==> src/hw/vic_params.svh <==
// offsets, field positions, reset values and vector constants of the controller
`ifndef VIC_PARAMS_SVH
`define VIC_PARAMS_SVH
`define OFS_CTRL_ONE  8'h00
`define OFS_CTRL_TWO  8'h04
`define OFS_PEND_VEC  8'h08
`define OFS_STATUS    8'h0C
`define OFS_CORE      8'h10
`define OFS_VEC_ADDR  8'h14
`define OFS_FLAG0     8'h20
`define OFS_ENABLE0   8'h30
`define OFS_PRIO0     8'h40
`define POS_NEST      15
`define POS_ALT       15
`define POS_IPL_LO    5
`define POS_CPU_PRIORITY_BIT_THREE      3
`define POS_TRAP_LO   1
`define POS_ILR_LO    8
`define RST_IPL       3'h0
`define RST_PRIO      3'h0
`define IPL_MAX       3'h7
`define VEC_OFFSET    7'h08
`define PRI_BASE      24'h000004
`define ALT_BASE      24'h000104
`define IRQ_EXT0      0
`define IRQ_EXT1      20
`define IRQ_EXT2      29
`define IRQ_MOTOR_PWM_UNIT_ONE_PER  57
`define IRQ_QEI_CMP   58
`define IRQ_MOTOR_PWM_UNIT_ONE_FLT  63
`define IRQ_MOTOR_PWM_UNIT_TWO_PER  73
`define IRQ_MOTOR_PWM_UNIT_TWO_FLT  74
`endif

==> src/hw/vic_pkg.sv <==
// types shared by the interrupt controller
package vic_pkg;
   typedef struct packed {
      logic       valid;
      logic [6:0] vector;
      logic [3:0] level;
      logic [23:0] addr;
   } irq_present_t;
   typedef struct packed {
      logic mathErr;
      logic addrErr;
      logic stackErr;
      logic oscFail;
   } trap_t;
endpackage

==> src/hw/vectored_interrupt_priority_ctrl.sv <==
// vectored interrupt controller with APB register slave and CPU level tracking
// How it works
// (RULE_01) pwm one period match sets request 57, vector table slot 0x86/0x186
// (RULE_02) position counter compare sets request 58, vector 66, slot 0x88/0x188
// (RULE_03) pwm one fault A sets request 63, vector 71, slot 0x92/0x192
// (RULE_04) pwm two period match sets request 73, vector 81, slot 0xA6/0x1A6
// (RULE_05) pwm two fault A sets request 74, vector 82, slot 0xA8/0x1A8
// (RULE_06) twenty-two software visible registers in the map
// (RULE_07) each source has a flag set by hardware, cleared only by software
// (RULE_08) a disabled source is never presented, though its flag still sets
// (RULE_09) each source has a three bit priority, eight levels
// (RULE_10) winning vector number and level latch into the pending vector register
// (RULE_11) flag, enable and priority fields sit in request number order
// (RULE_12) status word bits 7:5 hold low cpu level, writable by software
// (RULE_13) core control bit 3 holds level bit three, read only
// (RULE_14) cpu level is bit three above status bits; bit three set blocks all
// (RULE_15) level field 111 means level 7 or 15, no user interrupt taken
// (RULE_16) nesting disable makes the status level bits read only
// (RULE_17) level bit three reads 1 above 7, 0 otherwise, resets 0
// (RULE_18) control reg one holds nesting and trap bits, two holds pins and table
// (RULE_19) nesting disable 1 stops nesting, 0 allows it, resets 0
// (RULE_20) alternate table select 1 uses the alternate table base
// (RULE_21) external pin edge polarity 1 falling, 0 rising
// (RULE_22) presented only above cpu level; equal priority, lower number wins
// (RULE_23) vector is request plus eight; address is base plus twice vector
`include "vic_params.svh"
module vectored_interrupt_priority_ctrl
   import vic_pkg::*;
#(
   parameter int NUM_IRQ = 75,
   parameter int ADDR_W  = 8
) (
   input  wire logic              clk,
   input  wire logic              srst,
   input  wire logic              psel,
   input  wire logic              penable,
   input  wire logic              pwrite,
   input  wire logic [ADDR_W-1:0] paddr,
   input  wire logic [31:0]       pwdata,
   output logic      [31:0]       prdata,
   output logic                   pready,
   output logic                   pslverr,
   input  wire logic [NUM_IRQ-1:0] periphEvent,
   input  wire logic [2:0]        extPin,
   input  wire logic              pwmOnePeriod,
   input  wire logic              qeiCompare,
   input  wire logic              pwmOneFault,
   input  wire logic              pwmTwoPeriod,
   input  wire logic              pwmTwoFault,
   input  wire trap_t             trapEvent,
   input  wire logic              trapReturn,
   input  wire logic              cpuAck,
   input  wire logic              cpuReturn,
   input  wire logic [2:0]        returnLevel,
   output irq_present_t           present,
   output logic      [3:0]        cpuLevel
);
   localparam int FLAG_REGS = (NUM_IRQ + 31) / 32;
   localparam int PRIO_REGS = (NUM_IRQ + 7) / 8;
   localparam int FLAG_W    = FLAG_REGS * 32;
   localparam int PRIO_W    = PRIO_REGS * 32;
   localparam logic [7:0] OFS_F = `OFS_FLAG0;
   localparam logic [7:0] OFS_E = `OFS_ENABLE0;
   localparam logic [7:0] OFS_P = `OFS_PRIO0;
   localparam logic [7:0] OFS_C1 = `OFS_CTRL_ONE;
   localparam logic [7:0] OFS_C2 = `OFS_CTRL_TWO;
   localparam logic [7:0] OFS_PV = `OFS_PEND_VEC;
   localparam logic [7:0] OFS_SR = `OFS_STATUS;
   localparam logic [7:0] OFS_CC = `OFS_CORE;
   localparam logic [7:0] OFS_VA = `OFS_VEC_ADDR;

   function automatic logic inGroup(input logic [5:0] w, input logic [5:0] b,
                                    input logic [5:0] n);
      logic [5:0] d;
      d = w - b;
      return (w >= b) && (d < n);
   endfunction

   logic [FLAG_W-1:0] flag;
   logic [FLAG_W-1:0] enable;
   logic [2:0]        prio [NUM_IRQ];
   logic [PRIO_W-1:0] prioFlat;
   logic              nestingDisable;
   logic [3:0]        trapFlags;
   logic              altSelect;
   logic [2:0]        edgePolarity;
   logic [2:0]        extPrev;
   logic [2:0]        cpu_priority_level;
   logic              iplBitThree;
   logic [6:0]        pendVector;
   logic [3:0]        pendLevel;
   logic [31:0]       next_prdata;
   logic              next_pslverr;
   irq_present_t      next_present;
   logic [NUM_IRQ-1:0] namedEvt;
   logic              winFound;
   logic [6:0]        winIdx;
   logic [2:0]        winPrio;

   // bus decode
   wire logic [5:0] word     = paddr[7:2];
   wire logic       setup    = psel & ~penable;
   wire logic       access   = psel & penable & pready;
   wire logic       wr       = access & pwrite;
   wire logic       hitFlag  = inGroup(word, OFS_F[7:2], 6'(FLAG_REGS));
   wire logic       hitEn    = inGroup(word, OFS_E[7:2], 6'(FLAG_REGS));
   wire logic       hitPrio  = inGroup(word, OFS_P[7:2], 6'(PRIO_REGS));
   wire logic [5:0] fIdx     = word - OFS_F[7:2];
   wire logic [5:0] eIdx     = word - OFS_E[7:2];
   wire logic [5:0] pIdx     = word - OFS_P[7:2];
   wire logic       hitC1    = (word == OFS_C1[7:2]);
   wire logic       hitC2    = (word == OFS_C2[7:2]);
   wire logic       hitPv    = (word == OFS_PV[7:2]);
   wire logic       hitSr    = (word == OFS_SR[7:2]);
   wire logic       hitCc    = (word == OFS_CC[7:2]);
   wire logic       hitVa    = (word == OFS_VA[7:2]);
   wire logic       anyHit   = hitFlag | hitEn | hitPrio | hitC1 | hitC2 | hitPv |
                               hitSr | hitCc | hitVa; // RULE_06
   wire logic       wrC1     = wr & hitC1;
   wire logic       wrC2     = wr & hitC2;
   wire logic       wrSr     = wr & hitSr;
   wire logic       trapAny  = |trapEvent;

   // external pin edges
   wire logic [2:0] extEdge  = (edgePolarity & extPrev & ~extPin) |
                               (~edgePolarity & ~extPrev & extPin); // RULE_21

   always_comb begin
      namedEvt = '0;
      namedEvt[`IRQ_EXT0]     = extEdge[0];
      namedEvt[`IRQ_EXT1]     = extEdge[1];
      namedEvt[`IRQ_EXT2]     = extEdge[2];
      namedEvt[`IRQ_MOTOR_PWM_UNIT_ONE_PER] = pwmOnePeriod; // RULE_01
      namedEvt[`IRQ_QEI_CMP]  = qeiCompare; // RULE_02
      namedEvt[`IRQ_MOTOR_PWM_UNIT_ONE_FLT] = pwmOneFault; // RULE_03
      namedEvt[`IRQ_MOTOR_PWM_UNIT_TWO_PER] = pwmTwoPeriod; // RULE_04
      namedEvt[`IRQ_MOTOR_PWM_UNIT_TWO_FLT] = pwmTwoFault; // RULE_05
   end

   wire logic [NUM_IRQ-1:0] evt = periphEvent | namedEvt;

   // per-source state, bit i of the packed group belongs to request i
   genvar gi;
   generate
      for (gi = 0; gi < FLAG_W; gi++) begin : g_src
         if (gi < NUM_IRQ) begin : g_live
            wire logic fw = wr & hitFlag & (fIdx == 6'(gi / 32)); // RULE_11
            wire logic ew = wr & hitEn & (eIdx == 6'(gi / 32));
            // a hardware event in the clearing cycle survives the write
            always_ff @(posedge clk) begin
               if (srst) begin
                  flag[gi] <= 1'b0;
               end else begin
                  flag[gi] <= (fw ? pwdata[gi % 32] : flag[gi]) | evt[gi]; // RULE_07
               end
            end
            always_ff @(posedge clk) begin
               if (srst) begin
                  enable[gi] <= 1'b0;
               end else if (ew) begin
                  enable[gi] <= pwdata[gi % 32];
               end
            end
         end else begin : g_pad
            assign flag[gi]   = 1'b0;
            assign enable[gi] = 1'b0;
         end
      end
      for (gi = 0; gi < PRIO_REGS * 8; gi++) begin : g_pri
         if (gi < NUM_IRQ) begin : g_live
            wire logic pw = wr & hitPrio & (pIdx == 6'(gi / 8));
            always_ff @(posedge clk) begin
               if (srst) begin
                  prio[gi] <= `RST_PRIO;
               end else if (pw) begin
                  prio[gi] <= pwdata[(gi % 8) * 4 +: 3]; // RULE_09
               end
            end
            assign prioFlat[gi * 4 +: 4] = {1'b0, prio[gi]};
         end else begin : g_pad
            assign prioFlat[gi * 4 +: 4] = 4'h0;
         end
      end
   endgenerate

   // global control words
   always_ff @(posedge clk) begin
      if (srst) begin
         nestingDisable <= 1'b0;
         trapFlags      <= 4'h0;
      end else begin
         nestingDisable <= wrC1 ? pwdata[`POS_NEST] : nestingDisable; // RULE_19
         trapFlags <= (wrC1 ? pwdata[`POS_TRAP_LO +: 4] : trapFlags) | trapEvent; // RULE_18
      end
   end

   always_ff @(posedge clk) begin
      if (srst) begin
         altSelect    <= 1'b0;
         edgePolarity <= 3'h0;
      end else if (wrC2) begin
         altSelect    <= pwdata[`POS_ALT]; // RULE_18
         edgePolarity <= pwdata[2:0];
      end
   end

   // pin history is plain data; reset state is irrelevant once sampled
   always_ff @(posedge clk) begin
      extPrev <= extPin;
   end

   // cpu priority level
   always_ff @(posedge clk) begin
      if (srst) begin
         cpu_priority_level <= `RST_IPL;
      end else if (cpuAck) begin
         cpu_priority_level <= nestingDisable ? `IPL_MAX : present.level[2:0]; // RULE_19
      end else if (cpuReturn) begin
         cpu_priority_level <= returnLevel;
      end else if (wrSr && !nestingDisable) begin
         cpu_priority_level <= pwdata[`POS_IPL_LO +: 3]; // RULE_12 RULE_16
      end
   end

   // level bit three follows traps only; software has no write path
   always_ff @(posedge clk) begin
      if (srst) begin
         iplBitThree <= 1'b0; // RULE_17
      end else if (trapAny) begin
         iplBitThree <= 1'b1; // RULE_13
      end else if (trapReturn) begin
         iplBitThree <= 1'b0;
      end
   end

   wire logic [3:0] levelNow = {iplBitThree, cpu_priority_level}; // RULE_14

   // winner search; walking downward with >= leaves the lowest number on ties
   always_comb begin
      winFound = 1'b0;
      winIdx   = 7'h00;
      winPrio  = 3'h0;
      for (int i = NUM_IRQ - 1; i >= 0; i--) begin
         if (flag[i] && enable[i] && ({1'b0, prio[i]} > levelNow) && // RULE_08 RULE_15
             (!winFound || prio[i] >= winPrio)) begin // RULE_22
            winFound = 1'b1;
            winIdx   = 7'(i);
            winPrio  = prio[i];
         end
      end
   end

   wire logic [6:0]  winVector = winIdx + `VEC_OFFSET; // RULE_23
   wire logic [23:0] tableBase = altSelect ? `ALT_BASE : `PRI_BASE; // RULE_20

   always_comb begin
      next_present.valid  = winFound;
      next_present.vector = winVector;
      next_present.level  = {1'b0, winPrio};
      next_present.addr   = tableBase + {16'h0000, winVector, 1'b0}; // RULE_23
   end

   always_ff @(posedge clk) begin
      if (srst) begin
         present  <= '0;
         cpuLevel <= 4'h0;
      end else begin
         present  <= next_present;
         cpuLevel <= levelNow;
      end
   end

   // pending vector register holds the last winner until a new one appears
   always_ff @(posedge clk) begin
      if (srst) begin
         pendVector <= 7'h00;
         pendLevel  <= 4'h0;
      end else if (winFound) begin
         pendVector <= winVector; // RULE_10
         pendLevel  <= {1'b0, winPrio};
      end
   end

   // read mux
   always_comb begin
      next_prdata  = 32'h0000_0000;
      next_pslverr = !anyHit;
      if (hitFlag) begin
         next_prdata = flag[fIdx * 32 +: 32];
      end else if (hitEn) begin
         next_prdata = enable[eIdx * 32 +: 32];
      end else if (hitPrio) begin
         next_prdata = prioFlat[pIdx * 32 +: 32];
      end else if (hitC1) begin
         next_prdata[`POS_NEST]        = nestingDisable;
         next_prdata[`POS_TRAP_LO +: 4] = trapFlags;
      end else if (hitC2) begin
         next_prdata[`POS_ALT] = altSelect;
         next_prdata[2:0]      = edgePolarity;
      end else if (hitPv) begin
         next_prdata[6:0]             = pendVector;
         next_prdata[`POS_ILR_LO +: 4] = pendLevel;
      end else if (hitSr) begin
         next_prdata[`POS_IPL_LO +: 3] = cpu_priority_level;
      end else if (hitCc) begin
         next_prdata[`POS_CPU_PRIORITY_BIT_THREE] = iplBitThree; // RULE_13 RULE_17
      end else if (hitVa) begin
         next_prdata[23:0] = present.addr;
      end
   end

   // one wait-free access phase: data is ready at the edge closing setup
   always_ff @(posedge clk) begin
      if (srst) begin
         pready  <= 1'b0;
         prdata  <= 32'h0000_0000;
         pslverr <= 1'b0;
      end else begin
         pready <= setup;
         if (setup) begin
            prdata  <= pwrite ? 32'h0000_0000 : next_prdata;
            pslverr <= next_pslverr;
         end
      end
   end

   // checks
   wire logic anyFlagWr = wr & hitFlag;

   AST_MOTOR_PWM_UNIT_ONE_PERIOD: assert property (@(posedge clk) disable iff (srst) // RULE_01
      pwmOnePeriod |=> flag[`IRQ_MOTOR_PWM_UNIT_ONE_PER])
      else $error("pwm one period did not set its flag");

   AST_QEI_COMPARE: assert property (@(posedge clk) disable iff (srst) // RULE_02
      qeiCompare |=> flag[`IRQ_QEI_CMP])
      else $error("position compare did not set its flag");

   AST_MOTOR_PWM_UNIT_ONE_FAULT: assert property (@(posedge clk) disable iff (srst) // RULE_03
      pwmOneFault |=> flag[`IRQ_MOTOR_PWM_UNIT_ONE_FLT])
      else $error("pwm one fault did not set its flag");

   AST_MOTOR_PWM_UNIT_TWO_PERIOD: assert property (@(posedge clk) disable iff (srst) // RULE_04
      pwmTwoPeriod |=> flag[`IRQ_MOTOR_PWM_UNIT_TWO_PER])
      else $error("pwm two period did not set its flag");

   AST_MOTOR_PWM_UNIT_TWO_FAULT: assert property (@(posedge clk) disable iff (srst) // RULE_05
      pwmTwoFault |=> flag[`IRQ_MOTOR_PWM_UNIT_TWO_FLT])
      else $error("pwm two fault did not set its flag");

   AST_FLAG_STICKY: assert property (@(posedge clk) disable iff (srst) // RULE_07
      (flag[NUM_IRQ-1:0] != '0) && !anyFlagWr |=>
      ((flag[NUM_IRQ-1:0] & $past(flag[NUM_IRQ-1:0])) == $past(flag[NUM_IRQ-1:0])))
      else $error("a flag cleared without a software write");

   AST_DISABLED_HIDDEN: assert property (@(posedge clk) disable iff (srst) // RULE_08
      (enable == '0) |=> !present.valid)
      else $error("request presented with all enables clear");

   AST_BIT_THREE_BLOCKS: assert property (@(posedge clk) disable iff (srst) // RULE_14
      iplBitThree |=> !present.valid)
      else $error("user request presented while level bit three set");

   AST_STATUS_LOCKED: assert property (@(posedge clk) disable iff (srst) // RULE_16
      wrSr && nestingDisable && !cpuAck && !cpuReturn |=> cpu_priority_level == $past(cpu_priority_level))
      else $error("status level written while nesting disabled");

   AST_ABOVE_LEVEL: assert property (@(posedge clk) disable iff (srst) // RULE_22
      present.valid |-> present.level > $past(levelNow))
      else $error("request presented at or below cpu level");

   AST_HANDLER_ADDR: assert property (@(posedge clk) disable iff (srst) // RULE_20
      present.valid |->
      present.addr == ($past(altSelect) ? `ALT_BASE : `PRI_BASE) +
                      {16'h0000, present.vector, 1'b0})
      else $error("handler address does not match selected table");

   AST_PEND_LATCH: assert property (@(posedge clk) disable iff (srst) // RULE_10
      present.valid |-> pendVector == present.vector && pendLevel == present.level)
      else $error("pending vector register differs from presented request");
endmodule

==> config.mk <==
export PLATFORM = sky130hd
export DESIGN_NAME = vectored_interrupt_priority_ctrl
export DESIGN_NICKNAME = d
export VERILOG_FILES = /design/src/hw/vic_pkg.sv /design/src/hw/vectored_interrupt_priority_ctrl.sv
export VERILOG_INCLUDE_DIRS = /design/src /design/src/hw
export SDC_FILE = /design/constraint.sdc
export NUM_CORES = 2
export LEC_CHECK = 0
export ABC_AREA = 1
export BUFFER_PORTS_ARGS = -buffer_cell sky130_fd_sc_hd__buf_2
export CAP_MARGIN = 20
export CORE_MARGIN = 10
export CORE_UTILIZATION = 63
export DETAILED_ROUTE_END_ITERATION = 12
export PLACE_DENSITY = 0.82
export SYNTH_ARGS = -nofsm -noshare
export SYNTH_HDL_FRONTEND = slang
export SYNTH_SLANG_ARGS = --single-unit
==> constraint.sdc <==
create_clock -name clk -period 88 [get_ports clk]
set_input_delay 17.6 -clock clk [delete_from_list [all_inputs] [get_ports clk]]
set_output_delay 17.6 -clock clk [all_outputs]
set_load 0.01 [all_outputs]
==> results.md <==
- Status: completed
- Global Route Usage Sum: 0.435
- Hold Fails Final Rpt: 0
- H-tree levels: 2
- Most used DFF post-synth: dfxtp_1
- Die height: 256 µm
- Via density: 6.43
- Reg2reg setup slack: 9670 ps
- DRT Pass-1 Iters: 7
- CP startpoint kind: flip-flop
- TritonCTS Buffers: 49
- CTS clock-pin slew for the worst setup and hold paths: 70 ps
- Site Rows: 86
- Worst Hold Launch: prdata[12]
- HP Class: flip-flop to flip-flop
- Final Core Density: 0.704
- Max layer used: met5
- Max frequency: 0.0128 GHz
- CP Class: flip-flop to flip-flop
- Max Cap Viol: 0
- Power per Cell Area: 13.4 nW/µm²
- Global-route wire length before repair: 216 mm
- CTS tree: built
- Worst hold slack: 466 ps
- Die Wd: 256 µm
- Slowest cell on crit path: edfxtp_1
- Root Driver: clkbuf_16
- WHS Path Cells: 2
- Seq/Total Area, Yosys: 0.325
- Yosys warning total: 0
- Die area: 65600 µm²
- Clk sink count: 458
- Maximum clock insertion buffer count: 3
- RR Endpoint: present[8]
- Worst Tran Pin Value: 1280 ps
- PortBufs: 193
- Largest net degree at the start of global routing: 77
- Gr ovfl total: 0
- Crit path max fanout: 13
- R2R depth: 733
- Worst Hold End: prdata[12]
- Cell mode on critical path: nand2_1
- Met1 WL: 52.5 mm
- Post-synthesis async set-or-reset flop share: 0
- Post-place setup slack: 7010 ps
- Initial antenna violation count: 14
- Vias in the first global route: 33.8k
- Top post-synthesis cells by area: edfxtp_1 (19%), ha_1 (14%), dfxtp_1 (13%)
- Worst setup EP type: flip-flop
- Share of cells above drive strength 1: 0.143
- Final Instance Area: 38800 µm²
- Mapped cell area: 35100 µm²
- DRC viols: 0
- Synth Area per Inst: 7.30 µm²
- Worst Path Arrival: 78850 ps
- Final #Nets: 5491
- Max transition margin: 0.137
- Clock Skew: 21.0 ps
- Commonest cells in the netlist: nand2_1 (922), inv_1 (556), nor2_1 (507)
- Yosys top cell area share: 0.192
- Detail Route met3 WL: 22.4 mm
- DRT Wirelength: 149 mm
- Drt wl/cell: 25.8 µm
- Number of synthesized flops with an enable pin: 225
- Post-DP Area: 36800 µm²
- Yosys top cell by area: edfxtp_1
- Distinct cells, synth: 60
- Synth Instances: 4811
- Critical Path Max Stage Delay: 470 ps
- WL met2: 61.4 mm
- Iter 0 DRT Violations: 5507
- Most numerous cell in the Yosys netlist: nand2_1
- Post-DP HPWL: 111 mm
- Setup ws final: 9670 ps
- Non-Filler Instances: 5749
- Placed insts: 5639
- Critical Path RT: 88520 ps
- Final Critical Period: 78330 ps
- Via Count: 37.0k
- Max-slew violation count: 0
- Synth Register Bits: 458
- Core area: 55200 µm²
- Final Cycle Share: 0.890
- Worst R2R Start: prio[9][8]
- Effective utilization at floorplan: 0.637
- Synth-to-Final Area Change: 10.5%
- I/O Pins: 212
- Final setup violation count: 0
- P_leak: 17.8 nW
- Clk_lat worst skew: 630 ps
- Post-route antenna net violation count: 0
- Placer congestion estimate: 1.06
- Worst vdd ir: 15.7 µV
[logic make-up after synthesis]
logic type | after synthesis | synth area share
buf+inv | 803 | 0.0910
xor+xnor | 1 | 0.000249
fa+ha+maj | 397 | 0.141
simple gates | 2053 | 0.257
other cells | 1 | 0.000107
compound gates | 1092 | 0.184
flops | 458 | 0.325
mux | 6 | 0.00171
[metal layers]
| metal | track usage | up-vias |
|---|---|---|
| met3 | 0.160 | 646 |
| li1 | - | 16700 |
| met2 | 0.638 | 2667 |
| met4 | 0.291 | 12 |
| met1 | 0.527 | 16900 |
| met5 | 0 | - |
[metrics by stage]
| step | total power [W] | TNS, ps |
|---|---|---|
| after global placement | 0.000304 | 0 |
| after CTS | 0.000512 | 0 |
| after global routing | 0.000530 | -710 |
| final | 0.000520 | 0 |
| after detailed placement | 0.000306 | 0 |
| after floorplan | 0.000277 | 0 |
[registers in the layout, indices dropped and copies added (netlist names), 4 cells and up]
signal / flops
flag: 75
prdata: 32
pendVector: 7
trapFlags: 4
enable: 75
prio: 225
present: 19
cpuLevel: 4
[final cells by class]
cell class / instances / area [µm²]
Timing Repair Buffer: 262 / 1570
Fill cell: 4773 / 16400
Antenna cell: 6 / 15.0
Sequential cell: 458 / 11400
Clock buffer: 61 / 1360
Clock inverter: 29 / 226
Multi-Input combinational cell: 3565 / 20900
Inverter: 620 / 2370
Tap cell: 748 / 936
[power by group]
group | leakage, nW | internal (W) | switching (W) | total (W)
Clock | 0.788 | 0.000119 | 0.0000941 | 0.000213
Sequential | 4.32 | 0.000229 | 0.00000739 | 0.000236
Combinational | 12.7 | 0.0000203 | 0.0000502 | 0.0000705
Total | 17.8 | 0.000368 | 0.000152 | 0.000520
[layout by cell type, fill, tap and decap left out, types with 13 or more instances in the layout]
cell type and n:
a211oi_1 111, a21oi_1 381, a221oi_1 17, a311oi_1 47, a31oi_1 31, buf_2 192
buf_4 63, clkbuf_16 51, clkinv_1 30, conb_1 16, dfxtp_1 231, edfxtp_1 225
ha_1 396, inv_1 552, inv_2 41, nand2_1 913, nand2_2 195, nand2_4 40
nand3_1 273, nand4_1 45, nor2_1 500, nor2_2 19, o211ai_1 49, o21ai_0 290
o21ai_1 32, o21ai_2 25, o221ai_1 14, o22ai_1 36, o311ai_0 13, o31ai_1 16
[critical path, delay by kind of cell (launching register included)]
family	cells	cell delay, ps
AND/OR/NAND/NOR	375	28820
AO/OA/AOI/OAI	152	20180
buffers and inverters	130	7060
flip-flops	1	470
adder cells (fa/ha/maj)	76	21320
[worst max-delay path by stage]
stage | endpoint | from | slack (ps)
floorplan | present[7] | cpu_priority_level[0] | 17090
global placement | present[8] | cpu_priority_level[1] | 8150
detailed placement | present[8] | cpu_priority_level[1] | 7010
CTS | present[8] | cpu_priority_level[1] | 6680
global route | present[8] | prio[9][8] | -280
finish | present[8] | prio[9][8] | 9670
[what timing repair did]
| item | 4_1_cts | 5_1_grt |
|---|---|---|
| gates resized for setup | 0 | 93 |
| setup endpoints to repair | 0 | 29 |
| hold endpoints to repair | 0 | 0 |
| setup buffers | 0 | 10 |
| hold buffers | 0 | 0 |
(Power assumes the default switching activity.)
